File: config.mk
export PLATFORM = sky130hd
export DESIGN_NAME = pdg_gpio
export DESIGN_NICKNAME = d
export VERILOG_FILES = /design/src/logic/pdg_pkg.sv /design/src/logic/pdg_gpio.sv
export SDC_FILE = /design/constraint.sdc
export NUM_CORES = 1
export LEC_CHECK = 0
export ABC_CLOCK_PERIOD_IN_PS = 3550
export BUFFER_PORTS_ARGS = -buffer_cell sky130_fd_sc_hd__buf_2
export CAP_MARGIN = 20
export CORE_ASPECT_RATIO = 1.4
export CORE_UTILIZATION = 25
export CTS_BUF_LIST = sky130_fd_sc_hd__clkbuf_2
export CTS_CLUSTER_DIAMETER = 100
export DETAILED_ROUTE_END_ITERATION = 10
export PLACE_DENSITY = 0.5
export SETUP_SLACK_MARGIN = 0.3
export SYNTH_ARGS = -nofsm -noshare
export SYNTH_HDL_FRONTEND = slang
export SYNTH_SLANG_ARGS = --single-unit
File: constraint.sdc
create_clock -name mclk_i -period 3.55 [get_ports mclk_i]
set_clock_uncertainty 0.1 [all_clocks]
set_input_delay 0 -clock mclk_i [delete_from_list [all_inputs] [get_ports mclk_i]]
set_output_delay 0 -clock mclk_i [all_outputs]
set_load 0.005 [all_outputs]
File: src/logic/pdg_pkg.sv
package pdg_pkg;
  // ---------------------------------------------------------------
  // pin_config_reg field positions
  // ---------------------------------------------------------------
  localparam int unsigned CFG_DIR_BIT   = 0;     // 1 = input, 0 = output
  localparam int unsigned CFG_DI_BIT    = 1;     // input level status (read only)
  localparam int unsigned CFG_DRV_BIT   = 2;     // 1 = push-pull, 0 = open-drain
  localparam int unsigned CFG_DO_BIT    = 3;     // output data level
  localparam int unsigned CFG_DBEN_BIT  = 4;     // input filter enable
  localparam int unsigned CFG_ALT_BIT   = 5;     // alternate function select
  localparam logic [7:0]  CFG_RESET     = 8'h01; // input, filter off, gpio mode
  localparam logic [7:0]  CFG_WR_MASK   = 8'h3d; // writable bits
  // ---------------------------------------------------------------
  // global_irq_mask_reg field positions
  // ---------------------------------------------------------------
  localparam int unsigned MSK_RISE_BIT  = 0;     // rise_edge_mask
  localparam int unsigned MSK_FALL_BIT  = 1;     // fall_edge_mask
  localparam logic [1:0]  MSK_RESET     = 2'h3;  // all masked after reset
  // ---------------------------------------------------------------
  // timing
  // ---------------------------------------------------------------
  localparam int unsigned DEBOUNCE_MS   = 30;    // debounce_interval
  localparam int unsigned FILT_CLK_KHZ  = 32;    // filter oscillator rate
  localparam int unsigned DEBOUNCE_CYC  = (DEBOUNCE_MS * FILT_CLK_KHZ);
endpackage

File: src/logic/pdg_gpio.sv
`timescale 1ns/1ps
`default_nettype none
// Operation
// - direction bit zero makes pin output
// - drive bit: 1 push-pull, 0 open-drain
// - input status follows pin in output mode
// - direction bit one makes pin input
// - filter on: level passes after 30 ms
// - filter off: changes pass without delay
// - debounce timed from dedicated oscillator
// - separate rise and fall edge events
// - rise mask one blocks rise interrupts, rise events still set
// - fall mask one blocks fall interrupts, fall events still set
// - both masks clear: every edge interrupts
// - readable alternate function bit per pin
// - pin 0 alternate: voltage scaling select input
// - pin 1 alternate: sequencer slot output
// - two pins, own config register each
// - irq low while unmasked event set
// - all masks set after reset
module pdg_gpio #(
  parameter int unsigned DEBOUNCE_TICKS = pdg_pkg::DEBOUNCE_CYC
) (
  // clock and reset
  input  wire logic       mclk_i,
  input  wire logic       rst_n_i,
  // dedicated filter oscillator, sampled as a plain input
  input  wire logic       filt_osc_i,
  // register access port
  input  wire logic       cfg_wr_i,       // write strobe
  input  wire logic [1:0] cfg_sel_i,      // 0/1 pin config, 2 mask, 3 events
  input  wire logic [7:0] cfg_wdata_i,
  output logic      [7:0] cfg0_rdata_o,   // pin 0 config readback
  output logic      [7:0] cfg1_rdata_o,   // pin 1 config readback
  output logic      [1:0] mask_rdata_o,   // global_irq_mask_reg readback
  output logic      [3:0] event_o,        // {fall1,rise1,fall0,rise0}
  // pins, three signals each
  input  wire logic [1:0] pin_in_i,
  output logic      [1:0] pin_out_o,
  output logic      [1:0] pin_oe_o,
  // alternate function links
  input  wire logic       seq_slot_i,     // power_sequencer_slot, rail two
  output logic            vsel_o,         // voltage_scaling_select, rail zero
  // interrupt
  output logic            irq_out_n_o
);

  // ---------------------------------------------------------------
  // pin synchronisers
  // ---------------------------------------------------------------
  logic [1:0] pin_s1_reg, pin_s1_next;    // first stage, read only by second
  logic [1:0] pin_s2_reg, pin_s2_next;    // settled pin level
  logic [2:0] osc_sync_reg, osc_sync_next; // two stages plus edge history

  // sync next values
  always_comb
  begin
    pin_s1_next   = pin_in_i;
    pin_s2_next   = pin_s1_reg;
    osc_sync_next = {osc_sync_reg[1:0], filt_osc_i};
  end

  // sync registers
  always_ff @(posedge mclk_i or negedge rst_n_i)
  begin
    if (!rst_n_i)
    begin
      pin_s1_reg   <= 2'h0;
      pin_s2_reg   <= 2'h0;
      osc_sync_reg <= 3'h0;
    end
    else
    begin
      pin_s1_reg   <= pin_s1_next;
      pin_s2_reg   <= pin_s2_next;
      osc_sync_reg <= osc_sync_next;
    end
  end

  // one tick per filter oscillator rising edge, seen only past stage two
  logic osc_tick;
  assign osc_tick = osc_sync_reg[1] & ~osc_sync_reg[2];

  // ---------------------------------------------------------------
  // configuration registers
  // ---------------------------------------------------------------
  logic [7:0] cfg_reg  [2];
  logic [7:0] cfg_next [2];
  logic [1:0] mask_reg, mask_next;

  // software writes; status bit is never stored from the bus
  always_comb
  begin
    for (int i = 0; i < 2; i++)
    begin
      cfg_next[i] = cfg_reg[i];
      if (cfg_wr_i && cfg_sel_i == 2'(i))
      begin
        cfg_next[i] = cfg_wdata_i & pdg_pkg::CFG_WR_MASK;
      end
    end
    mask_next = mask_reg;
    if (cfg_wr_i && cfg_sel_i == 2'h2)
    begin
      mask_next = cfg_wdata_i[1:0];
    end
  end

  // config registers
  always_ff @(posedge mclk_i or negedge rst_n_i)
  begin
    if (!rst_n_i)
    begin
      cfg_reg[0] <= pdg_pkg::CFG_RESET;
      cfg_reg[1] <= pdg_pkg::CFG_RESET;
      mask_reg   <= pdg_pkg::MSK_RESET;
    end
    else
    begin
      cfg_reg[0] <= cfg_next[0];
      cfg_reg[1] <= cfg_next[1];
      mask_reg   <= mask_next;
    end
  end

  // ---------------------------------------------------------------
  // debounce filter
  // ---------------------------------------------------------------
  // counting in oscillator ticks keeps the interval independent of mclk
  logic [1:0]  filt_reg, filt_next;       // filtered level per pin
  logic [15:0] dcnt_reg  [2];
  logic [15:0] dcnt_next [2];

  // filter next values
  always_comb
  begin
    for (int i = 0; i < 2; i++)
    begin
      filt_next[i] = filt_reg[i];
      dcnt_next[i] = dcnt_reg[i];
      if (!cfg_reg[i][pdg_pkg::CFG_DBEN_BIT])
      begin
        filt_next[i] = pin_s2_reg[i];
        dcnt_next[i] = 16'h0000;
      end
      else if (pin_s2_reg[i] == filt_reg[i])
      begin
        dcnt_next[i] = 16'h0000;
      end
      else if (osc_tick)
      begin
        if (dcnt_next[i] >= 16'(DEBOUNCE_TICKS - 1))
        begin
          filt_next[i] = pin_s2_reg[i];
          dcnt_next[i] = 16'h0000;
        end
        else
        begin
          dcnt_next[i] = dcnt_reg[i] + 16'h0001;
        end
      end
    end
  end

  // filter registers
  always_ff @(posedge mclk_i or negedge rst_n_i)
  begin
    if (!rst_n_i)
    begin
      filt_reg    <= 2'h0;
      dcnt_reg[0] <= 16'h0000;
      dcnt_reg[1] <= 16'h0000;
    end
    else
    begin
      filt_reg    <= filt_next;
      dcnt_reg[0] <= dcnt_next[0];
      dcnt_reg[1] <= dcnt_next[1];
    end
  end

  // ---------------------------------------------------------------
  // edge events
  // ---------------------------------------------------------------
  logic [1:0] prev_reg, prev_next;        // filtered level one cycle back
  logic [3:0] evt_reg, evt_next;
  logic       irq_reg, irq_next;
  logic [2:0] arm_reg, arm_next;          // clocks since reset, saturating
  // edges stay blind until sync, filter and history hold real levels, else a
  // high pin against the zero reset value would raise a false rise event
  localparam logic [2:0] ARM_CYC = 3'h4;

  // events set by edges, cleared by writing ones to select 3
  always_comb
  begin
    prev_next = filt_reg;
    evt_next  = evt_reg;
    arm_next  = (arm_reg == ARM_CYC) ? arm_reg : arm_reg + 3'h1;
    if (cfg_wr_i && cfg_sel_i == 2'h3)
    begin
      evt_next = evt_reg & ~cfg_wdata_i[3:0];
    end
    for (int i = 0; i < 2; i++)
    begin
      // set after clear so a same-cycle edge is kept
      if (arm_reg == ARM_CYC && filt_reg[i] && !prev_reg[i])
      begin
        evt_next[2*i] = 1'b1;
      end
      if (arm_reg == ARM_CYC && !filt_reg[i] && prev_reg[i])
      begin
        evt_next[2*i+1] = 1'b1;
      end
    end
    // irq from unmasked events; both masks clear fires on every edge
    irq_next = ~(|(evt_next & {~mask_reg[pdg_pkg::MSK_FALL_BIT],
                               ~mask_reg[pdg_pkg::MSK_RISE_BIT],
                               ~mask_reg[pdg_pkg::MSK_FALL_BIT],
                               ~mask_reg[pdg_pkg::MSK_RISE_BIT]}));
  end

  // event registers
  always_ff @(posedge mclk_i or negedge rst_n_i)
  begin
    if (!rst_n_i)
    begin
      prev_reg <= 2'h0;
      arm_reg  <= 3'h0;
      evt_reg  <= 4'h0;
      irq_reg  <= 1'b1;
    end
    else
    begin
      prev_reg <= prev_next;
      arm_reg  <= arm_next;
      evt_reg  <= evt_next;
      irq_reg  <= irq_next;
    end
  end

  // ---------------------------------------------------------------
  // pin drivers and readback
  // ---------------------------------------------------------------
  logic [1:0] pout_reg, pout_next;
  logic [1:0] poe_reg, poe_next;
  logic       vsel_reg, vsel_next;
  logic [7:0] rd0_reg, rd0_next;
  logic [7:0] rd1_reg, rd1_next;

  // drive decisions per pin
  always_comb
  begin
    for (int i = 0; i < 2; i++)
    begin
      pout_next[i] = 1'b0;
      poe_next[i]  = 1'b0;
      if (i == 1 && cfg_reg[1][pdg_pkg::CFG_ALT_BIT])
      begin
        pout_next[i] = seq_slot_i;
        poe_next[i]  = 1'b1;
      end
      else if (i == 0 && cfg_reg[0][pdg_pkg::CFG_ALT_BIT])
      begin
        poe_next[i] = 1'b0;
      end
      else if (!cfg_reg[i][pdg_pkg::CFG_DIR_BIT])
      begin
        if (cfg_reg[i][pdg_pkg::CFG_DRV_BIT])
        begin
          pout_next[i] = cfg_reg[i][pdg_pkg::CFG_DO_BIT];
          poe_next[i]  = 1'b1;
        end
        else
        begin
          // open-drain only ever pulls low
          pout_next[i] = 1'b0;
          poe_next[i]  = ~cfg_reg[i][pdg_pkg::CFG_DO_BIT];
        end
      end
    end
    vsel_next = cfg_reg[0][pdg_pkg::CFG_ALT_BIT] & filt_reg[0];
    // status bit shows the real pin whatever the direction
    rd0_next = cfg_reg[0];
    rd0_next[pdg_pkg::CFG_DI_BIT] = pin_s2_reg[0];
    rd1_next = cfg_reg[1];
    rd1_next[pdg_pkg::CFG_DI_BIT] = pin_s2_reg[1];
  end

  // output registers
  always_ff @(posedge mclk_i or negedge rst_n_i)
  begin
    if (!rst_n_i)
    begin
      pout_reg <= 2'h0;
      poe_reg  <= 2'h0;
      vsel_reg <= 1'b0;
      rd0_reg  <= pdg_pkg::CFG_RESET;
      rd1_reg  <= pdg_pkg::CFG_RESET;
    end
    else
    begin
      pout_reg <= pout_next;
      poe_reg  <= poe_next;
      vsel_reg <= vsel_next;
      rd0_reg  <= rd0_next;
      rd1_reg  <= rd1_next;
    end
  end

  // outputs, all straight from flops
  assign pin_out_o    = pout_reg;
  assign pin_oe_o     = poe_reg;
  assign vsel_o       = vsel_reg;
  assign cfg0_rdata_o = rd0_reg;
  assign cfg1_rdata_o = rd1_reg;
  assign mask_rdata_o = mask_reg;
  assign event_o      = evt_reg;
  assign irq_out_n_o  = irq_reg;

endmodule
`default_nettype wire

==> reports/results.tsv <==
metric	value	unit
min_period_over_period	54.4	%
p_per_area	498	nW/um2
hpwlAfterDp	4250	um
vias_per_cell	4.47	
worst_path_max_delay_cell	dlygate4sd3_1	
syn_avg_cell_area	12.0	um2
grt_pass1_vias	2251	
rsz0062_at_grt	no	
required	3990	ps
largest_register_ffs	32	
clkPwrFrac	29.4	%
yosysTopAreaCell	dfrtp_1	
pin_count	45	
worstSetupEndpointType	flip-flop	
path_class	primary input to flip-flop	
fmaxAchievable	518	MHz
pwr-share-comb	16.1	%
cp_top_family	buffers and inverters	
antenna_cells	0	
htreeDepth	3	
dieWidth	98.6	um
placementRows	49	
cts_root_buf	clkbuf_2	
grt_pass1_wl	10600	um
grtUsageTotal	10.2	%
clk_pin_slew	250	ps
drtAntennaViolNets	0	
portBuffers	38	
worst_setup_path_start_kind	primary input	
p_seq_share	54.6	%
power	0.00201	W
wl	6400	um
drive_gt1_share	23.8	%
maxSlewViolCount	0	
nNetsFinal	365	
finalHoldViolCount	0	
grt_max_degree	81	
nFillCells	1325	
start_util	25.5	%
slowest_delay	570	ps
finalSetupViolCount	0	
critPathMaxFanout	4	
synth-main-ff-cell	dfrtp_1	
min_path_type	primary input to flip-flop	
arrival	2370	ps
worst-path-buf-inv	4	
wl_per_cell	12.8	um
synthCells	273	
drtIter0Drc	75	
drt_first_pass_iters	4	
numCtsBuffers	9	
fin_crit	1930	ps
power.share.switching	29.2	%
fin_setup_tns	0	ps
synth-seq-cells	80	
outcome	finished, final reports clean	
worstPathCellList	dlygate4sd3_1 -> buf_2 -> nor3b_1 -> nand2_1 -> dlygate4sd3_1 -> o21ai_0 -> dlygate4sd3_1	
cts_resized	0	
synth-async-reset-ratio	100	%
synth_top_area_share	56.0	%
die_area	13500	um2
peakVddDrop	246	uV
r2r_setup_slack	1650	ps
area_growth_syn_to_layout	23.4	%
cap_violations	0	
p_int	0.00142	W
vias	2244	
p_leak	1.80	nW
netlist_area	3260	um2
fp.dieH	137	um
power_switching	0.000585	W
cts_buffer_depth	2	
ys_types	48	
clock_latency	570	ps
design.core.area	12800	um2
crit_top_cell	dlygate4sd3_1	
postCtsSetupBuffers	0	
antenna_found_initial	0	
synth_seq_area_share	61.6	%
ys_top_cells_by_area	dfrtp_1 56%, dfstp_2 5.6%, mux2_2 5.2%	
cts_tree	yes	
synth_warnings	0	
cts.sinks	80	
synth_edf_count	0	
drc_errors	0	
gp_congestion	0.739	
overflow	0	
[final timing paths]
path	start	endpoint	depth (start not counted)
max in group asynchronous	rst_n_i	irq_out_n_o	4
min	seq_slot_i	pin_out_o[1]	4
max reg2reg	dcnt_reg[28]	dcnt_reg[16]	5
max	cfg_sel_i[1]	cfg_reg[10]	7
min in group asynchronous	rst_n_i	pin_out_o[0]	3
min reg2reg	osc_sync_reg[0]	osc_sync_reg[1]	0
[cells in the mapped netlist, drive strengths merged (2+ instances only)]
cell     n
dfrtp   73
nor2    27
nand2   22
mux2    15
inv     11
a21oi   10
nand3    9
o21ai    9
and2     8
and3     8
nor3     8
dfstp    7
xnor2    7
buf      6
xor2     6
a22o     5
a31oi    4
a32o     4
ha       4
nor2b    4
nand3b   3
and2b    2
nand4    2
nor4     2
o31ai    2
[power groups by stage]
stage / Clock, W / Combinational (W) / Sequential [W]
floorplan: 0 / 0.000185 / 0.00110
global placement: 0 / 0.000290 / 0.00111
detailed placement: 0 / 0.000294 / 0.00111
CTS: 0.000608 / 0.000324 / 0.00110
global route: 0.000648 / 0.000356 / 0.00111
finish: 0.000589 / 0.000322 / 0.00110
[repair_timing]
item	CTS	global route
endpoints found under the setup margin	0	0
hold endpoints to repair	101	27
hold buffers	24	1
[cells by family after synthesis]
kind of cell	after synthesis	share of synthesized area [%]
AOI/OAI and AO/OA	42	9.47
xor gates and xnor gates	13	3.49
adders and majority gates	4	1.53
buffers and inverters	18	2.99
DFF	80	61.6
muxes	15	5.17
other	1	0.115
and+or+nand+nor	100	15.6
[through the flow]
stage               instances  setup WS (ps)  utilization, %  area, um2  hold slack, ps
floorplan                 276           1830               -       3280            -396
detailed placement        460           1680            28.1       3600            10.2
global placement          460           1680            28.1       3600            17.6
global route              502           1570            31.4       4030            32.6
CTS                       500           1630            31.1       3990            23.7
finish                    502           1620            31.4       4030            46.3
[worst reg2reg max path, stage by stage (launching register included)]
cell and delay [ps]:
dfrtp_1 420, nor4_1 300, and3_2 290, nand3b_4 140, nor2_1 370, mux2_2 240
[metal layers]
layer	global-route usage [%]	wire, um
met5	0	0
met4	5.56	113
met3	2.49	250
met2	17.4	3190
met1	11.8	2850
[final cells by class]
class,count,area [um2],share of cell area (%)
Inverter,11,41.3,1.02
Sequential cell,80,2010,49.9
Tap cell,153,191,4.75
Multi-Input combinational cell,178,1170,29.0
Clock inverter,7,103,2.55
Timing Repair Buffer,64,470,11.7
Clock buffer,9,45.0,1.12
[cells in the final DEF (no fill, tap or decap), types with 8 or more instances in the layout]
master	instances
a21oi_1	10
buf_2	37
clkbuf_2	9
dfrtp_1	73
dlygate4sd3_1	25
inv_1	11
mux2_2	15
nand2_1	22
nand3_1	9
nor2_1	27
nor3_1	8
No activity file was read; power rests on OpenSTA's default activity.
